**src/hw/dpm_pkg.sv**
```systemverilog
// constants, register map and mode type for the pin and mode multiplexer
package dpm_pkg;
	// register indices on the plain register port
	localparam logic [3:0] DPM_REG_MODE     = 4'h0;  // latched straps, flag_in readback
	localparam logic [3:0] DPM_REG_SYSCTL   = 4'h1;  // serial_port_b configuration
	localparam logic [3:0] DPM_REG_AUTOBUF  = 4'h2;  // serial_port_a autobuffer control
	localparam logic [3:0] DPM_REG_PF_DIR   = 4'h3;  // programmable flag direction
	localparam logic [3:0] DPM_REG_PF_DATA  = 4'h4;  // flag output value / pin readback
	localparam logic [3:0] DPM_REG_OUTFLAG  = 4'h5;  // output flag pins and flag_out
	localparam logic [3:0] DPM_REG_INTERRUPT_MASK_REG    = 4'h6;  // interrupt_mask_reg
	localparam logic [3:0] DPM_REG_ICTRL    = 4'h7;  // edge or level selection
	localparam logic [3:0] DPM_REG_IFORCE   = 4'h8;  // force / clear of the edge pin request
	localparam logic [3:0] DPM_REG_ISTATUS  = 4'h9;  // sticky requests, read clears
	// widths
	localparam int DPM_DW     = 16;  // register data width
	localparam int DPM_NIRQ   = 7;   // interrupt sources
	localparam int DPM_NPF    = 8;   // programmable flag pins
	localparam int DPM_AW_PIN = 14;  // address pins
	localparam int DPM_DW_PIN = 24;  // data pins
	localparam int DPM_SYNC_W = 50;  // pins passed through the synchroniser
	// field positions
	localparam int DPM_STRAP_C    = 2;   // host-mode strap within programmable_flags
	localparam int DPM_STRAP_D    = 3;   // acknowledge configuration strap
	localparam int DPM_PF_EDGE    = 4;   // edge_irq_pin
	localparam int DPM_PF_LVL0    = 5;   // level_irq_pin_0
	localparam int DPM_PF_LVL1    = 6;   // level_irq_pin_1
	localparam int DPM_PF_GEN     = 7;   // general_irq_pin
	localparam int DPM_MODE_FI    = 8;   // flag_in readback bit of the mode register
	localparam int DPM_IRQ_GEN    = 0;   // status bits, highest priority first
	localparam int DPM_IRQ_LVL1   = 1;
	localparam int DPM_IRQ_LVL0   = 2;
	localparam int DPM_IRQ_EDGE   = 3;
	localparam int DPM_IRQ_SB1    = 4;
	localparam int DPM_IRQ_SB0    = 5;
	localparam int DPM_IRQ_PWD    = 6;
	localparam int DPM_ICTRL_GEN  = 0;   // general pin edge-sensitive
	localparam int DPM_ICTRL_SB0  = 1;
	localparam int DPM_ICTRL_SB1  = 2;
	localparam int DPM_IFORCE_SET = 0;
	localparam int DPM_IFORCE_CLR = 1;
	localparam int DPM_OUTFLAG_FO = 3;
	// reset values
	localparam logic [DPM_DW-1:0]   DPM_RST_REG  = 16'h0000;
	localparam logic [DPM_NIRQ-1:0] DPM_RST_IRQ  = 7'h00;
	localparam logic [DPM_NPF-1:0]  DPM_RST_PF   = 8'h00;
	localparam logic [3:0]          DPM_RST_STRAP = 4'h0;
	// operating mode, one-hot
	typedef enum logic [1:0] {
		DPM_FULL = 2'b01,  // full memory mode
		DPM_HOST = 2'b10   // host mode
	} dpm_mode_t;
endpackage

```
**src/hw/dpm_pin_mux.sv**
```systemverilog
// pin-function and operating-mode multiplexer of the signal processor
// Behaviour
// - strap C at reset: 0 full, 1 host
// - strap pins only read during reset
// - full enables byte DMA, host enables host port
// - shared pins carry only the latched mode's signal
// - full: 14 address, 24 data, top 8 byte address
// - host: 16-bit mux bus, A0, 16 data
// - host port takes write, read, latch, select
// - acknowledge open-drain, set by strap D
// - irq pins stay flags concurrently
// - unmasked pin assertion always requests its vector
// - general and both serial_port_b irqs programmable edge/level, others fixed
// - control register turns serial_port_b into irq/flags
// - clock_out_disable stops the clock output
// - powerdown request in, acknowledge out
// - request AND mask, highest priority chosen
// - edge pin request forced and cleared
//
// Decided for this implementation: the register addresses and the strobed register port.
`timescale 1ns/10ps
`default_nettype none
module dpm_pin_mux
	import dpm_pkg::*;
(
	input  wire logic                 clock,
	input  wire logic                 srst,
	// register port
	input  wire logic [3:0]           reg_addr,
	input  wire logic [DPM_DW-1:0]    reg_wdata,
	input  wire logic                 reg_write,
	input  wire logic                 reg_read,
	output logic      [DPM_DW-1:0]    reg_rdata,
	output logic                      irq_out,
	// core side of the memory interface
	input  wire logic [13:0]          mem_addr,
	input  wire logic [23:0]          mem_wdata,
	input  wire logic                 mem_drive,
	input  wire logic                 byte_dma_active,
	input  wire logic [7:0]           byte_dma_addr,
	output logic      [23:0]          mem_rdata,
	output logic                      byte_dma_enable,
	output logic                      host_dma_enable,
	output logic                      mode_host,
	// core side of the host_dma_port
	input  wire logic [15:0]          host_ad_wdata,
	input  wire logic                 host_ad_drive,
	input  wire logic                 host_ack_ready,
	output logic      [15:0]          host_ad_rdata,
	output logic                      host_write_n,
	output logic                      host_read_n,
	output logic                      host_latch,
	output logic                      host_select_n,
	// core side of serial_port_b and power control
	input  wire logic                 sb_dt_core,
	output logic                      sb_rfs_core,
	output logic                      sb_tfs_core,
	output logic                      sb_dr_core,
	input  wire logic                 powered_down,
	output logic                      powerdown_req,
	output logic      [2:0]           irq_vector,
	output logic                      irq_vector_valid,
	output logic                      clock_out_enable,
	// pins: address, data, flags
	input  wire logic [13:0]          addr_pin_in,
	output logic      [13:0]          addr_pin_out,
	output logic      [13:0]          addr_pin_oe,
	input  wire logic [23:0]          data_pin_in,
	output logic      [23:0]          data_pin_out,
	output logic      [23:0]          data_pin_oe,
	input  wire logic [7:0]           pf_pin_in,
	output logic      [7:0]           pf_pin_out,
	output logic      [7:0]           pf_pin_oe,
	input  wire logic                 sb_rfs_pin,
	input  wire logic                 sb_tfs_pin,
	input  wire logic                 sb_dr_pin,
	output logic                      sb_dt_pin,
	input  wire logic                 powerdown_request_n,
	output logic                      powerdown_ack,
	output logic      [2:0]           output_flag_pins
);
	logic [DPM_SYNC_W-1:0] sync_in;       // raw pins into the synchroniser
	logic [DPM_SYNC_W-1:0] sync_out;      // synchronised pins
	logic [7:0]            pf_s;          // programmable_flags, synchronised
	logic [13:0]           addr_s;        // address pins, synchronised
	logic [23:0]           data_s;        // data pins, synchronised
	logic                  rfs_s;         // rfs / irq0 pin
	logic                  tfs_s;         // tfs / irq1 pin
	logic                  dr_s;          // dr / flag_in pin
	logic                  pwd_s;         // powerdown request, active low
	logic [3:0]            strap_shadow;  // straps seen during reset
	logic                  srst_q;        // reset delayed one cycle
	dpm_mode_t             mode;          // latched operating mode
	logic                  strap_d;       // latched acknowledge configuration
	logic [DPM_DW-1:0]     sysctl;        // serial_port_b configuration
	logic [DPM_DW-1:0]     autobuf;       // clock_out_disable lives here
	logic [7:0]            pf_dir;        // 1 = flag drives its pin
	logic [7:0]            pf_data;       // flag output values
	logic [3:0]            outflag;       // output flags and flag_out
	logic [DPM_NIRQ-1:0]   interrupt_mask_reg; // request enables
	logic [2:0]            ictrl;         // edge-sensitive selects
	logic [DPM_NIRQ-1:0]   irq_status;    // sticky requests
	logic [DPM_NIRQ-1:0]   irq_set;       // requests arriving this cycle
	logic [DPM_NIRQ-1:0]   irq_clr;       // clears issued this cycle
	logic [DPM_NIRQ-1:0]   next_status;   // status after this edge
	logic [DPM_NIRQ-1:0]   req_prev;      // previous request levels for edges
	logic [DPM_NIRQ-1:0]   req_lvl;       // request levels, active high
	logic [DPM_NIRQ-1:0]   pending;       // unmasked requests
	logic [2:0]            next_vector;   // highest priority unmasked index
	logic                  sb_flag_mode;  // serial_port_b used as irq/flags
	logic                  wr_hit_force;  // write to the force register
	logic                  host_sel;      // host mode decode

	// all foreign inputs pass two flops before use
	assign sync_in = {powerdown_request_n, sb_dr_pin, sb_tfs_pin, sb_rfs_pin,
		pf_pin_in, data_pin_in, addr_pin_in};
	dpm_sync #(.W(DPM_SYNC_W)) u_sync (
		.clock (clock),
		.d_in  (sync_in),
		.q_out (sync_out)
	);
	assign addr_s = sync_out[13:0];
	assign data_s = sync_out[37:14];
	assign pf_s   = sync_out[45:38];
	assign rfs_s  = sync_out[46];
	assign tfs_s  = sync_out[47];
	assign dr_s   = sync_out[48];
	assign pwd_s  = sync_out[49];

	assign host_sel     = (mode == DPM_HOST);
	assign sb_flag_mode = sysctl[0];
	assign wr_hit_force = reg_write && (reg_addr == DPM_REG_IFORCE);

	// straps are watched only while reset is held
	always_ff @(posedge clock) begin
		srst_q <= srst;
		if (srst) begin
			strap_shadow <= pf_s[3:0];
		end
	end

	// mode register loads once, as reset is released
	always_ff @(posedge clock) begin
		if (srst_q && !srst) begin
			mode    <= strap_shadow[DPM_STRAP_C] ? DPM_HOST : DPM_FULL;
			strap_d <= strap_shadow[DPM_STRAP_D];
		end else if (srst && !srst_q && (mode != DPM_HOST) && (mode != DPM_FULL)) begin
			mode    <= DPM_FULL; // first reset gives a legal code before release
			strap_d <= 1'b0;
		end
	end

	// software writable control registers
	always_ff @(posedge clock) begin
		if (srst) begin
			sysctl             <= DPM_RST_REG;
			autobuf            <= DPM_RST_REG;
			pf_dir             <= DPM_RST_PF;
			pf_data            <= DPM_RST_PF;
			outflag            <= 4'h0;
			interrupt_mask_reg <= DPM_RST_IRQ;
			ictrl              <= 3'h0;
		end else if (reg_write) begin
			unique case (reg_addr)
				DPM_REG_SYSCTL:  sysctl             <= reg_wdata;
				DPM_REG_AUTOBUF: autobuf            <= reg_wdata;
				DPM_REG_PF_DIR:  pf_dir             <= reg_wdata[7:0];
				DPM_REG_PF_DATA: pf_data            <= reg_wdata[7:0];
				DPM_REG_OUTFLAG: outflag            <= reg_wdata[3:0];
				DPM_REG_INTERRUPT_MASK_REG:   interrupt_mask_reg <= reg_wdata[DPM_NIRQ-1:0];
				DPM_REG_ICTRL:   ictrl              <= reg_wdata[2:0];
				default: ;
			endcase
		end
	end

	// request levels read from the pad, so self-driven flags also interrupt
	always_comb begin
		req_lvl = '0;
		req_lvl[DPM_IRQ_GEN]  = !pf_s[DPM_PF_GEN];
		req_lvl[DPM_IRQ_LVL1] = !pf_s[DPM_PF_LVL1];
		req_lvl[DPM_IRQ_LVL0] = !pf_s[DPM_PF_LVL0];
		req_lvl[DPM_IRQ_EDGE] = !pf_s[DPM_PF_EDGE];
		req_lvl[DPM_IRQ_SB1]  = sb_flag_mode && !tfs_s;
		req_lvl[DPM_IRQ_SB0]  = sb_flag_mode && !rfs_s;
		req_lvl[DPM_IRQ_PWD]  = !pwd_s;
	end

	// sets per source: edge, level, or software force
	always_comb begin
		irq_set = req_lvl & ~req_prev; // falling pin edges
		irq_set[DPM_IRQ_LVL1] = req_lvl[DPM_IRQ_LVL1];
		irq_set[DPM_IRQ_LVL0] = req_lvl[DPM_IRQ_LVL0];
		if (!ictrl[DPM_ICTRL_GEN]) begin
			irq_set[DPM_IRQ_GEN] = req_lvl[DPM_IRQ_GEN];
		end
		if (!ictrl[DPM_ICTRL_SB0]) begin
			irq_set[DPM_IRQ_SB0] = req_lvl[DPM_IRQ_SB0];
		end
		if (!ictrl[DPM_ICTRL_SB1]) begin
			irq_set[DPM_IRQ_SB1] = req_lvl[DPM_IRQ_SB1];
		end
		if (wr_hit_force && reg_wdata[DPM_IFORCE_SET]) begin
			irq_set[DPM_IRQ_EDGE] = 1'b1;
		end
		irq_clr = '0;
		if (reg_read && (reg_addr == DPM_REG_ISTATUS)) begin
			irq_clr = '1;
		end
		if (wr_hit_force && reg_wdata[DPM_IFORCE_CLR]) begin
			irq_clr[DPM_IRQ_EDGE] = 1'b1;
		end
		next_status = (irq_status & ~irq_clr) | irq_set; // set beats clear
	end

	// sticky status and edge history
	always_ff @(posedge clock) begin
		if (srst) begin
			irq_status <= DPM_RST_IRQ;
			req_prev   <= DPM_RST_IRQ;
		end else begin
			irq_status <= next_status;
			req_prev   <= req_lvl;
		end
	end

	// mask and pick the highest priority request, lowest index first
	always_comb begin
		pending     = irq_status & interrupt_mask_reg;
		next_vector = 3'h0;
		for (int k = DPM_NIRQ - 1; k >= 0; k--) begin
			if (pending[k]) begin
				next_vector = k[2:0];
			end
		end
	end

	// interrupt outputs
	always_ff @(posedge clock) begin
		if (srst) begin
			irq_out          <= 1'b0;
			irq_vector       <= 3'h0;
			irq_vector_valid <= 1'b0;
		end else begin
			irq_out          <= |pending;
			irq_vector       <= next_vector;
			irq_vector_valid <= |pending;
		end
	end

	// register read, data one cycle later
	always_ff @(posedge clock) begin
		if (srst) begin
			reg_rdata <= DPM_RST_REG;
		end else if (reg_read) begin
			unique case (reg_addr)
				DPM_REG_MODE:    reg_rdata <= {7'h00, dr_s, 3'h0, strap_d, strap_shadow[2:0], host_sel};
				DPM_REG_SYSCTL:  reg_rdata <= sysctl;
				DPM_REG_AUTOBUF: reg_rdata <= autobuf;
				DPM_REG_PF_DIR:  reg_rdata <= {8'h00, pf_dir};
				DPM_REG_PF_DATA: reg_rdata <= {8'h00, pf_s};
				DPM_REG_OUTFLAG: reg_rdata <= {12'h000, outflag};
				DPM_REG_INTERRUPT_MASK_REG:   reg_rdata <= {9'h000, interrupt_mask_reg};
				DPM_REG_ICTRL:   reg_rdata <= {13'h0000, ictrl};
				DPM_REG_ISTATUS: reg_rdata <= {9'h000, irq_status};
				default:         reg_rdata <= DPM_RST_REG;
			endcase
		end else begin
			reg_rdata <= DPM_RST_REG;
		end
	end

	// shared address and data pins follow the latched mode only
	always_ff @(posedge clock) begin
		if (srst) begin
			addr_pin_out <= 14'h0000;
			addr_pin_oe  <= 14'h0000;
			data_pin_out <= 24'h000000;
			data_pin_oe  <= 24'h000000;
		end else if (host_sel) begin
			addr_pin_out    <= {host_ad_wdata[12:0], mem_addr[0]};
			addr_pin_oe     <= {{13{host_ad_drive}}, mem_drive};
			data_pin_out    <= {mem_wdata[23:8], 8'h00};
			data_pin_oe     <= {{16{mem_drive}}, 8'h00};
			data_pin_out[2:0] <= host_ad_wdata[15:13];
			data_pin_oe[2:0]  <= {3{host_ad_drive}};
			data_pin_oe[3]    <= strap_d ? host_ack_ready : !host_ack_ready;
		end else begin
			addr_pin_out <= mem_addr;
			addr_pin_oe  <= {14{mem_drive}};
			data_pin_out <= byte_dma_active ? {byte_dma_addr, mem_wdata[15:0]} : mem_wdata;
			data_pin_oe  <= {{8{mem_drive || byte_dma_active}}, {16{mem_drive}}};
		end
	end

	// core views of the shared pins
	always_ff @(posedge clock) begin
		if (srst) begin
			mem_rdata       <= 24'h000000;
			host_ad_rdata   <= 16'h0000;
			host_write_n    <= 1'b1;
			host_read_n     <= 1'b1;
			host_latch      <= 1'b0;
			host_select_n   <= 1'b1;
			byte_dma_enable <= 1'b0;
			host_dma_enable <= 1'b0;
			mode_host       <= 1'b0;
		end else begin
			mem_rdata       <= host_sel ? {data_s[23:8], 8'h00} : data_s;
			host_ad_rdata   <= host_sel ? {data_s[2:0], addr_s[13:1]} : 16'h0000;
			host_write_n    <= host_sel ? data_s[7] : 1'b1;
			host_read_n     <= host_sel ? data_s[6] : 1'b1;
			host_latch      <= host_sel ? data_s[5] : 1'b0;
			host_select_n   <= host_sel ? data_s[4] : 1'b1;
			byte_dma_enable <= !host_sel;
			host_dma_enable <= host_sel;
			mode_host       <= host_sel;
		end
	end

	// flags, serial_port_b, clock and power pins
	always_ff @(posedge clock) begin
		if (srst) begin
			pf_pin_out       <= DPM_RST_PF;
			pf_pin_oe        <= DPM_RST_PF;
			sb_dt_pin        <= 1'b1;
			sb_rfs_core      <= 1'b1;
			sb_tfs_core      <= 1'b1;
			sb_dr_core       <= 1'b1;
			clock_out_enable <= 1'b1;
			powerdown_req    <= 1'b0;
			powerdown_ack    <= 1'b0;
		end else begin
			pf_pin_out       <= pf_data;
			pf_pin_oe        <= pf_dir;
			sb_dt_pin        <= sb_flag_mode ? outflag[DPM_OUTFLAG_FO] : sb_dt_core;
			sb_rfs_core      <= sb_flag_mode ? 1'b1 : rfs_s;
			sb_tfs_core      <= sb_flag_mode ? 1'b1 : tfs_s;
			sb_dr_core       <= sb_flag_mode ? 1'b1 : dr_s;
			clock_out_enable <= !autobuf[0];
			powerdown_req    <= !pwd_s;
			powerdown_ack    <= powered_down;
		end
	end

	assign output_flag_pins = outflag[2:0];
endmodule
`default_nettype wire

```
**src/hw/dpm_sync.sv**
```systemverilog
// two-stage synchroniser for a vector of pin inputs
`timescale 1ns/10ps
`default_nettype none
module dpm_sync #(
	parameter int W = 1  // bits to synchronise
) (
	input  wire logic         clock,
	input  wire logic [W-1:0] d_in,
	output logic      [W-1:0] q_out
);
	logic [W-1:0] meta;  // first stage, read only by the second

	// one pair of flops per bit; no reset, so straps reach the core while reset is held
	genvar i;
	generate
		for (i = 0; i < W; i++) begin : g_bit
			always_ff @(posedge clock) begin
				meta[i]  <= d_in[i];
				q_out[i] <= meta[i];
			end
		end
	endgenerate
endmodule
`default_nettype wire

```
**config.mk**
```make
export PLATFORM = sky130hd
export DESIGN_NAME = dpm_pin_mux
export DESIGN_NICKNAME = d
export VERILOG_FILES = /design/src/hw/dpm_pkg.sv /design/src/hw/dpm_pin_mux.sv /design/src/hw/dpm_sync.sv
export SDC_FILE = /design/constraint.sdc
export NUM_CORES = 1
export LEC_CHECK = 0
export BUFFER_PORTS_ARGS = -buffer_cell sky130_fd_sc_hd__clkbuf_2
export CAP_MARGIN = 20
export CORE_AREA = 2 2 102 203
export DETAILED_ROUTE_END_ITERATION = 10
export DIE_AREA = 0 0 104 205
export PLACE_DENSITY = 0.78
export SKIP_LAST_GASP = 1
export SYNTH_ARGS = -nofsm -noshare
export SYNTH_HDL_FRONTEND = slang
export SYNTH_HIERARCHICAL = 1
export SYNTH_SLANG_ARGS = --single-unit
export TNS_END_PERCENT = 20
```
**constraint.sdc**
```tcl
create_clock -name clock -period 1.8 [get_ports clock]
set_input_delay 0.36 -clock clock [delete_from_list [all_inputs] [get_ports clock]]
set_output_delay 0.36 -clock clock [all_outputs]
set_load 0.05 [all_outputs]
```
==> Word level (Yosys, flattened, before mapping) <==
Index checks and enable logic that the tools add are counted.
{ "totals": {"reg_bits": 344, "input_bits": 142, "word_cells": 225} }
{ "classes": {"reduce_logical": 40, "bitwise": 8, "n_mux": 25, "eq_ne": 12} }
{ "op_table": {"columns": ["cell", "count"], "rows": [
  ["one-hot mux 16 bit (9 select lines)", 1],
  ["two-way mux 24 bit", 3],
  ["two-way mux 14 bit", 2],
  ["bitwise AND 7 bit", 3],
  ["== test 4 x 3 -> 1 bit (second input constant)", 4],
  ["inverter 7 bit", 2],
  ["AND reduction 2 bit", 7],
  ["logical NOT 1 bit", 12],
  ["logical AND 1 bit", 10],
  ["two-way mux 1 bit", 10],
  ["two-way mux 2 bit", 5],
  ["OR reduction 2 bit", 5],
  ["two-way mux 3 bit", 3],
  ["== test 4 x 2 -> 1 bit (second input constant)", 2],
  ["== test 4 bit (second input constant)", 2],
  ["two-way mux 7 bit", 1],
  ["OR 7 bit", 1],
  ["OR reduction 7 bit", 1],
  ["OR reduction 5 bit", 1],
  ["== test 4 x 1 -> 1 bit (second input constant)", 1],
  ["logical NOT 4 bit", 1],
  ["OR reduction 3 bit", 1],
  ["== test 2 bit (second input constant)", 1],
  ["!= test 2 x 1 -> 1 bit (second input constant)", 1],
  ["4 further kinds", 5]
]} }

==> Depth between registers and ports, before layout <==
Gate-level depths: netlist (run 1).
{ "depth": {"ltp_word": 7, "depth_mapped": 7} }

==> Hierarchy <==
Netlist (run 1), hierarchy kept.
{ "by_module_without_submodules": {"columns": ["mod", "cells_per_inst", "instances", "area_per_inst_um2"], "rows": [
  ["dpm_pin_mux", 795, 1, 7737.4],
  ["dpm_sync", 100, 1, 2001.9]
]} }

==> Worst setup path before layout (run 1) <==
Ideal clock, no wire load.
{ "synth_timing": {"path_type": "input-to-reg", "startpoint": "in reg_addr[0]", "endpoint": "reg autobuf[10]", "t_required_ns": 1.661, "arrival_ns": 1.452, "setup_ns": 0.139, "stages": 6, "setup_slack_ns": 0.209, "cell_sequence": "buf_6 -> nor4b_4 -> nand2_1 -> buf_2 -> nand2_1 -> a21oi_2"} }
{ "synth_between": {"elab_chain_cells": 2} }
{ "synth_rtl": {"columns": ["item", "line_no", "source"], "rows": [
  ["start: declaration", "dpm_pin_mux.sv:29", "input wire logic [3:0] reg_addr,"],
  ["== test 4 x 2 -> 1 bit", "dpm_pin_mux.sv:164", "unique case (reg_addr)"],
  ["AND reduction 2 bit (no line)", null, null],
  ["end signal: assignment", "dpm_pin_mux.sv:166", "DPM_REG_AUTOBUF: autobuf <= reg_wdata;"],
  ["end: declaration", "dpm_pin_mux.sv:96", "logic [DPM_DW-1:0] autobuf;"]
]} }
No other way between the ends.
A chain may end at the register's enable or synchronous reset.

==> key figures, run 1 <==
Outcome
  • Status: complete, no violations

Timing
  • Clk_skew: 0.0331 ns
  • Final Setup Violations: 0
  • Final hold viol count: 0
  • Slew Limit Fails: 0
  • WHS: 0.0287 ns
  • RSZ-0062 raised after global routing: no
  • Worst rel slew slack: 49.5%
  • Max Fclk: 588 MHz
  • Sum of negative setup slack: 0 ns
  • Actual slew at the worst max-slew pin: 0.754 ns
  • Crit path time final: 1.70 ns
  • Tcrit/Tclk final: 94.5%

Drt
  • Initial DRC count: 386
  • Via count: 7426
  • Vias per inst: 4.91
  • Pre-antenna DRT Iters: 5
  • Antenna-violating nets left: 0
  • Number of remaining DRC errors: 0
  • Final WL: 25200 um
  • Wire per inst: 16.7 um

Global route
  • First-pass GRT wire length: 38300 um
  • Largest net degree at the start of global routing: 69
  • Grt ovf: 0
  • GRT Overall Usage: 22.9%
  • Initial antenna violation count: 0
  • Vias in the first global route: 7304

CTS
  • Post-CTS setup buffers: 0
  • Root Buffer: clkbuf_16
  • H-Tree Depth: 1
  • CTS buffer count: 26
  • Total clock sinks: 311
  • Clock-pin slew on the worst setup and hold paths: 0.07 ns
  • Worst skew pair latency: 0.56 ns
  • CTS Buffer Depth: 3
  • CTS tree: yes

Power
  • Cell-internal power: 10.7 mW
  • P_sw: 3.59 mW
  • Clock Power Share: 39.3%
  • Logic pwr share: 10.0%
  • Pleak: 5.73 nW
  • Peak supply drop: 0.777 mV
  • Switching Share: 25.1%
  • PwrDens: 1120 mW/mm2
  • Seq pwr share: 50.8%

Setup path
  • Top delay family on crit path: flip-flops
  • CP Launch Type: register
  • Worst setup EP type: output port
  • Worst path cell trace: clkbuf_2
  • Crit path DAT: 1.34 ns
  • Req. time, crit path: 1.44 ns
  • Worst path slowest cell: dfxtp_1
  • Max stage delay on crit path: 0.48 ns
  • Bufs and invs on worst path: 1
  • Crit path max fanout: 9
  • Setup CP Type: register to output port

Finish
  • Layout cell share with drive strength beyond 1: 34.4%
  • Commonest cells after routing, fill and taps aside: clkbuf_2 (309), dfxtp_1 (303), nand2_1 (130)
  • Commonest non-fill, non-tap cell in the layout: clkbuf_2
  • P&R area growth vs syn: 31.5%
  • # diodes: 0
  • # fillers: 1596
  • Largest regs: u_sync/meta x49, u_sync/q_out x49
  • Non-Filler Instances: 1512
  • Layout Nets: 1374

Floorplanning
  • IO Pins: 312
  • Row Count: 73
  • Core area: 0.0197 mm2
  • Starting Density: 49.2%
  • Die W: 104 um
  • DIE HEIGHT: 205 um
  • Die area: 0.0213 mm2

Place
  • IO buf count: 310
  • DPL Wire Length: 18100 um
  • Placer Congestion: 0.988
  • Placed cells: 1416

Yosys
  • Synthesized area: 0.00970 mm2
  • Synth Net Count: 1035
  • Syn avg cell area: 10.9 um2
  • Post-synthesis cell count: 893
  • Yosys Warn Count: 6

Hold path
  • Worst min path class: input pin to register

Run
  • MaxCap Viol Count: 0
## final timing paths
check	start	endpoint	slack (ns)	cells after the start
max	addr_pin_oe[0]	data_pin_oe[12]	0.1	1
min	mem_wdata[4]	data_pin_out[4]	0.03	2
max reg2reg	mode[0]	addr_pin_out[3]	0.26	4
min reg2reg	u_sync/meta[43]	u_sync/q_out[43]	0.32	0
## per-stage QoR
step                      setup slack [ns]  util [%]  power, mW  cell area (um2)
after CTS                           0.0603      64.7       14.5            12800
after detailed placement            0.0988      57.7       8.76            11400
final                               0.0994      64.7       14.3            12800
after global placement              0.0878      57.7       8.74            11400
after floorplan                      0.209         -       8.34             9700
after global routing                0.0280      64.7       14.8            12800
## per-layer routing
layer	GRT usage [%]	wire length [um]
met1	22.8	8600
met2	43.3	13600
met3	3.88	1430
met4	15.1	1560
met5	0	0
## final cells by class
type | instances | area, um2 | area share (%)
Multi-Input combinational cell | 491 | 2850 | 22.4
Inverter | 3 | 11.3 | 0.0883
Clock inverter | 13 | 123 | 0.961
Clock buffer | 33 | 748 | 5.87
Sequential cell | 311 | 6300 | 49.4
Timing Repair Buffer | 399 | 2400 | 18.8
Tap cell | 262 | 328 | 2.57
## power by group through the flow
stage	clock (mW)	combinational, mW	sequential [mW]
finish	5.63	1.43	7.28
global route	6.02	1.50	7.30
CTS	5.76	1.43	7.27
detailed placement	0	1.33	7.43
global placement	0	1.32	7.42
floorplan	0	0.562	7.78
## timing repair
item	4_1_cts	5_1_grt
gates resized for setup	1	0
hold endpoints to repair	50	0
hold buffers	50	0
setup endpoints to repair	16	0
Power figures use the tool's default switching activity.
==> run 2, diff against run 1 <==
CORE_AREA = 2 2 101 201   (was 2 2 102 203)
DIE_AREA = 0 0 103 203   (was 0 0 104 205)
SYNTH_HIERARCHICAL = unset   (was 1)
==> run 2 against run 1 <==
Against the previous run:
- clock skew down 0.019 ns
- critical path depth stayed put
- wire length rose by 2.9%
- combinational power about the same
- largest power group unchanged
==> key figures, run 2 <==
Yosys
  • Top FF cell, synth: dfxtp_1
  • Synth Net Count: 1022 (was 1035)
  • Synthesized area: 0.00960 mm2 (was 0.00970 mm2)
  • Count of cell types in the netlist: 56
  • Post-synth EDFFs: 7
  • Share of the synthesized area in the top cell type: 63.4%
  • Largest cells by area after synthesis: dfxtp_1 (63%), nand2_1 (5.1%), mux2i_1 (4.0%), a21oi_1 (3.8%), buf_4 (3.6%)
  • Post-synthesis cell count: 880 (was 893)
  • Cell taking the most area after synthesis: dfxtp_1
  • Top cells by instance count after synthesis: dfxtp_1 (304), nand2_1 (131), a21oi_1 (72)
  • Syn avg cell area: 10.9 um2 (about the same)
  • Synthesized flop and latch total: 311
  • Sequential share of the synthesized area: 65.6%
  • Most common cell in the synthesized netlist: dfxtp_1
  • Yosys Warn Count: 0 (was 6)
  • Post-synth ARST share: 0%

Setup path
  • Crit path DAT: 1.39 ns (was 1.34 ns)
  • CP Launch Type: register (unchanged)
  • Worst path slowest cell: dfxtp_1 (unchanged)
  • Critical R2R Launch: mode[0] (unchanged)
  • Crit path max fanout: 9 (unchanged)
  • Setup CP Type: register to output port (unchanged)
  • Worst setup EP type: output port (unchanged)
  • Worst path cell trace: clkbuf_2 (unchanged)
  • Top delay family on crit path: flip-flops (unchanged)
  • Req. time, crit path: 1.44 ns (about the same)
  • Bufs and invs on worst path: 1 (unchanged)
  • Worst setup path startpoint: addr_pin_oe[0] (unchanged)
  • Worst-case reg-to-reg path depth: 5 (was 4)
  • Max stage delay on crit path: 0.52 ns (was 0.48 ns)
  • Worst path depth: 1 (unchanged)

Global route
  • Vias in the first global route: 7352 (was 7304)
  • Initial antenna violation count: 3 (was 0)
  • Grt ovf: 0 (unchanged)
  • Largest net degree at the start of global routing: 53 (was 69)
  • GRT Overall Usage: 24.3% (was 22.9%)
  • First-pass GRT wire length: 38600 um (was 38300 um)

Finish
  • Largest regs: u_sync.meta x49, u_sync.q_out x49 (was u_sync/meta x49, u_sync/q_out x49)
  • P&R area growth vs syn: 31.6% (was 31.5%)
  • Layout Nets: 1356 (was 1374)
  • Layout cell share with drive strength beyond 1: 32.8% (was 34.4%)
  • Commonest cells after routing, fill and taps aside: clkbuf_2 (309), dfxtp_1 (302), nand2_1 (131) (was clkbuf_2 (309), dfxtp_1 (303), nand2_1 (130))
  • # fillers: 1536 (was 1596)
  • Commonest non-fill, non-tap cell in the layout: clkbuf_2 (unchanged)

Drt
  • Antenna-violating nets left: 0 (unchanged)
  • Wire per inst: 17.4 um (was 16.7 um)
  • Initial DRC count: 286 (was 386)
  • Final WL: 26000 um (was 25200 um)
  • Via count: 7341 (was 7426)
  • Number of remaining DRC errors: 0 (unchanged)
  • Pre-antenna DRT Iters: 5 (unchanged)
  • Vias per inst: 4.91 (about the same)

Hold path
  • Worst min path class: input pin to register (unchanged)
  • Hold Crit Depth: 2 (unchanged)
  • HP Start: mem_wdata[5] (was mem_wdata[4])

Timing
  • Final Setup Violations: 0 (unchanged)
  • RSZ-0062 raised after global routing: yes (was no)
  • WHS: 0.0317 ns (was 0.0287 ns)
  • Crit path time final: 1.75 ns (was 1.70 ns)
  • Slew Limit Fails: 0 (unchanged)
  • Final hold viol count: 0 (unchanged)
  • Sum of negative setup slack: 0 ns (unchanged)
  • Clk_skew: 0.0142 ns (was 0.0331 ns)
  • Worst rel slew slack: 35.4% (was 49.5%)
  • Actual slew at the worst max-slew pin: 0.966 ns (was 0.754 ns)
  • Tcrit/Tclk final: 97.4% (was 94.5%)
  • Max Fclk: 570 MHz (was 588 MHz)

Floorplanning
  • Die W: 103 um (was 104 um)
  • Die area: 0.0209 mm2 (was 0.0213 mm2)
  • DIE HEIGHT: 203 um (was 205 um)
  • IO Pins: 312 (unchanged)
  • Row Count: 72 (was 73)
  • Starting Density: 49.8% (was 49.2%)
  • Core area: 0.0193 mm2 (was 0.0197 mm2)

Place
  • Placer Congestion: 0.906 (was 0.988)
  • IO buf count: 310 (unchanged)
  • DPL Wire Length: 18300 um (was 18100 um)

CTS
  • CTS buffer count: 26 (unchanged)
  • Total clock sinks: 311 (unchanged)
  • Clock-pin slew on the worst setup and hold paths: 0.07 ns (about the same)
  • H-Tree Depth: 1 (unchanged)
  • Root Buffer: clkbuf_16 (unchanged)
  • Post-CTS setup buffers: 0 (unchanged)
  • Worst skew pair latency: 0.54 ns (was 0.56 ns)
  • CTS Buffer Depth: 3 (unchanged)
  • CTS tree: yes (unchanged)

Power
  • Power Total: 14.4 mW (was 14.3 mW)
  • Peak supply drop: 0.892 mV (was 0.777 mV)
  • Pleak: 5.62 nW (was 5.73 nW)
  • PwrDens: 1140 mW/mm2 (was 1120 mW/mm2)

Outcome
  • Status: complete, no violations (unchanged)

Run
  • MaxCap Viol Count: 0 (unchanged)
==> run 2: per-stage QoR <==
| step | instances | area (um2) | setup slack, ns | util, % |
|---|---|---|---|---|
| floorplan | 880 | 9600 | 0.281 | - |
| global placement | 1396 | 11200 | 0.0768 | 58.3 |
| detailed placement | 1396 | 11200 | 0.0670 | 58.3 |
| CTS | 1492 | 12600 | -0.00718 | 65.5 |
| global route | 1495 | 12600 | -0.0422 | 65.5 |
| finish | 1495 | 12600 | 0.0470 | 65.5 |
==> run 2: power by group <==
| part | switching (mW) | internal (mW) | leakage [nW] | total (mW) |
|---|---|---|---|---|
| combinational | 0.959 | 0.444 | 2.59 | 1.40 |
| sequential | 0.116 | 7.17 | 2.58 | 7.29 |
| clock | 2.43 | 3.32 | 0.447 | 5.74 |
==> run 2: worst paths after layout <==
check | to | slack [ns]
setup / recovery | addr_pin_oe[0] | 0.05
setup reg to reg | data_pin_out[20] | 0.16
hold reg to reg | u_sync.q_out[21] | 0.32
hold / removal | data_pin_out[5] | 0.03
==> run 2: timing repair <==
item                                    in CTS  in global routing
resized for setup                            1                  1
endpoints found under the setup margin      19                 17
hold buffers                                49                  0
endpoints found under the hold margin       49                  0
==> run 2: layout make-up <==
class                      instances  area [um2]  area share, %
sequential                       311        6300           49.8
multi-input combinational        479        2770           22.0
timing repair buffer             394        2330           18.5
clock buffer                      38         786           6.22
tap                              259         324           2.56
clock inverter                     9         106          0.842
inverter                           2        7.51         0.0594
antenna                            3        7.51         0.0594
==> run 2: logic make-up (layout without fill, tap and decap cells) <==
| logic type | count (synthesis) | count (layout) | share of synthesized area, % |
|---|---|---|---|
| muxes | 44 | 44 | 4.90 |
| other | 0 | 3 | 0 |
| and+or+nand+nor | 317 | 317 | 16.5 |
| xor gates and xnor gates | 1 | 1 | 0.0912 |
| buffers and inverters | 90 | 443 | 5.58 |
| DFF | 311 | 311 | 65.6 |
| AOI/OAI and AO/OA | 117 | 117 | 7.40 |
==> run 2: metal layers <==
metal | vias to the layer above | share of wire, % | global-route usage, %
li1 | 3539 | - | -
met1 | 3385 | 33 | 22.8
met4 | 0 | 5.1 | 13.9
met2 | 329 | 55 | 46.1
met5 | - | 0 | 0
met3 | 88 | 6.6 | 5.13
==> run 3, diff against run 2 <==
RECOVER_POWER = 100   (was unset)
==> run 3 against run 2 <==
Against the previous run:
- clock-buffer cell count unchanged
- clock power about the same
- critical path depth stayed put
- wire length increased by 0.14%
- first-iteration DRC count down 5.6%
- worst hold slack got worse by 0.0020 ns
==> key figures, run 3 (synthesized netlist as in run 2, its figures left out) <==
Outcome
  • Status: complete, no violations (unchanged)

Global route
  • Vias in the first global route: 7352 (unchanged)
  • Largest net degree at the start of global routing: 53 (unchanged)
  • First-pass GRT wire length: 38600 um (unchanged)
  • Initial antenna violation count: 3 (unchanged)
  • Grt ovf: 0 (unchanged)
  • GRT Overall Usage: 24.3% (unchanged)

Finish
  • Commonest non-fill, non-tap cell in the layout: dfxtp_1 (was clkbuf_2)
  • Layout Nets: 1356 (unchanged)
  • Non-Filler Instances: 1495 (unchanged)
  • Post-layout util: 65.0% (was 65.5%)
  • Area taken by multi-input logic gates: 0.00277 mm2 (unchanged)
  • Register area: 0.00630 mm2 (unchanged)
  • P&R area growth vs syn: 30.5% (was 31.6%)
  • Commonest cells after routing, fill and taps aside: dfxtp_1 (302), clkbuf_2 (264), nand2_1 (131) (was clkbuf_2 (309), dfxtp_1 (302), nand2_1 (131))
  • Layout cell share with drive strength beyond 1: 28.1% (was 32.8%)
  • Final instance area: 0.0125 mm2 (was 0.0126 mm2)
  • Largest regs: u_sync.meta x49, u_sync.q_out x49 (unchanged)
  • # fillers: 1571 (was 1536)

Setup path
  • Bufs and invs on worst path: 1 (unchanged)
  • Worst setup EP type: output port (unchanged)
  • Worst R2R Setup Slack: 0.15 ns (was 0.16 ns)
  • Worst path cell trace: clkbuf_2 (unchanged)
  • Req. time, crit path: 1.44 ns (about the same)
  • Crit path max fanout: 9 (unchanged)
  • Setup CP Type: register to output port (unchanged)
  • Worst setup path startpoint: addr_pin_oe[0] (unchanged)
  • CP Launch Type: register (unchanged)
  • Top delay family on crit path: flip-flops (unchanged)
  • Worst path depth: 1 (unchanged)
  • Max stage delay on crit path: 0.52 ns (about the same)
  • Worst path slowest cell: dfxtp_1 (unchanged)
  • Crit path DAT: 1.39 ns (about the same)
  • Worst setup path endpoint: addr_pin_oe[0] (unchanged)
  • Critical R2R Launch: mode[0] (unchanged)
  • Worst-case reg-to-reg path depth: 5 (unchanged)
  • Reg2reg end: host_ad_rdata[15] (was data_pin_out[20])

Timing
  • Actual slew at the worst max-slew pin: 1.16 ns (was 0.966 ns)
  • Slew Limit Fails: 0 (unchanged)
  • Worst rel slew slack: 23.0% (was 35.4%)
  • Clk_skew: 0.0164 ns (was 0.0142 ns)
  • Crit path time final: 1.75 ns (about the same)
  • Final Setup Violations: 0 (unchanged)
  • Tcrit/Tclk final: 97.3% (was 97.4%)
  • Final hold viol count: 0 (unchanged)
  • Max Fclk: 571 MHz (was 570 MHz)
  • RSZ-0062 raised after global routing: yes (unchanged)
  • Final WS setup: 0.0490 ns (was 0.0470 ns)

Floorplanning
  • Die area: 0.0209 mm2 (unchanged)
  • Die W: 103 um (unchanged)
  • Row Count: 72 (unchanged)
  • DIE HEIGHT: 203 um (unchanged)
  • Core area: 0.0193 mm2 (unchanged)
  • IO Pins: 312 (unchanged)
  • Starting Density: 49.8% (unchanged)

Power
  • Pleak: 5.41 nW (was 5.62 nW)
  • Peak supply drop: 0.894 mV (was 0.892 mV)
  • Power Total: 14.4 mW (about the same)
  • PwrDens: 1150 mW/mm2 (was 1140 mW/mm2)

Hold path
  • Worst min path class: input pin to register (unchanged)

Place
  • Placed cells: 1396 (unchanged)
  • Placed cell area: 0.0112 mm2 (unchanged)
  • Dpl ws: 0.0670 ns (unchanged)
  • IO buf count: 310 (unchanged)
  • DPL Wire Length: 18300 um (unchanged)
  • Placer Congestion: 0.906 (unchanged)

CTS
  • Worst skew pair latency: 0.54 ns (about the same)
  • Total clock sinks: 311 (unchanged)
  • Clock-pin slew on the worst setup and hold paths: 0.07 ns (about the same)
  • CTS Buffer Depth: 3 (unchanged)
  • CTS tree: yes (unchanged)
  • H-Tree Depth: 1 (unchanged)
  • Root Buffer: clkbuf_16 (unchanged)
  • CTS buffer count: 26 (unchanged)

Drt
  • Number of remaining DRC errors: 0 (unchanged)
  • Wire per inst: 17.4 um (about the same)
  • Pre-antenna DRT Iters: 6 (was 5)
  • Vias per inst: 4.89 (was 4.91)
  • Antenna-violating nets left: 0 (unchanged)
  • Via count: 7313 (was 7341)
  • Initial DRC count: 270 (was 286)
  • Final WL: 26000 um (about the same)

Run
  • MaxCap Viol Count: 0 (unchanged)
-- run 3: cell count changes in the layout (fill, tap and decap cells not counted) --
cell	previous run	this run
and2_0	0	20
and2_1	33	13
and4bb_1	0	1
and4bb_2	1	0
buf_1	0	2
buf_4	34	22
clkbuf_1	3	58
clkbuf_2	309	264
o21ai_0	3	4
o21ai_1	1	0
-- run 3: area by class of cell --
| class | instances | area share, % |
|---|---|---|
| clock inverter | 9 | 0.848 |
| sequential | 311 | 50.2 |
| inverter | 2 | 0.0599 |
| clock buffer | 38 | 6.27 |
| antenna | 3 | 0.0599 |
| timing repair buffer | 394 | 17.8 |
| multi-input combinational | 479 | 22.1 |
| tap | 259 | 2.59 |
-- run 3: timing repair --
| action | 4_1_cts | 5_1_grt |
|---|---|---|
| buffers inserted | 0 | 0 |
| hold buffers | 49 | 0 |
| hold endpoints to repair | 49 | 0 |
| setup endpoints to repair | 19 | 17 |
| cloned | 0 | 0 |
| gates resized for setup | 1 | 1 |
-- run 3: worst min-delay path by stage --
stage	start	cells after the start	slack, ns	to
2_1_floorplan	u_sync.meta[10]	0	0.31	u_sync.q_out[10]
3_3_place_gp	u_sync.meta[20]	0	0.31	u_sync.q_out[20]
3_5_place_dp	u_sync.meta[18]	0	0.31	u_sync.q_out[18]
4_1_cts	mem_wdata[6]	2	0.007	data_pin_out[6]
5_1_grt	mem_wdata[5]	2	0.01	data_pin_out[5]
6_report	mem_wdata[5]	2	0.03	data_pin_out[5]
-- run 3: per-stage QoR --
step | setup TNS (ns) | hold WS, ns
floorplan | 0 | 0.310
global placement | 0 | 0.311
detailed placement | 0 | 0.312
CTS | -0.0118 | 0.00652
global route | -0.599 | 0.0138
finish | 0 | 0.0297
-- run 3: power breakdown --
| part | internal, mW | total, mW | leakage [nW] | switching, mW |
|---|---|---|---|---|
| Sequential | 7.17 | 7.29 | 2.58 | 0.116 |
| Combinational | 0.425 | 1.38 | 2.38 | 0.959 |
| Clock | 3.32 | 5.75 | 0.447 | 2.43 |
| Total | 10.9 | 14.4 | 5.41 | 3.51 |
-- run 3: per-layer routing --
layer	GRT usage, %	routed length, um	vias up	part of all wire (%)
met5	0	0	-	0
met4	13.9	1340	0	5.1
met3	5.13	1710	85	6.6
met2	46.1	14300	319	55
met1	22.8	8620	3375	33
li1	-	-	3534	-
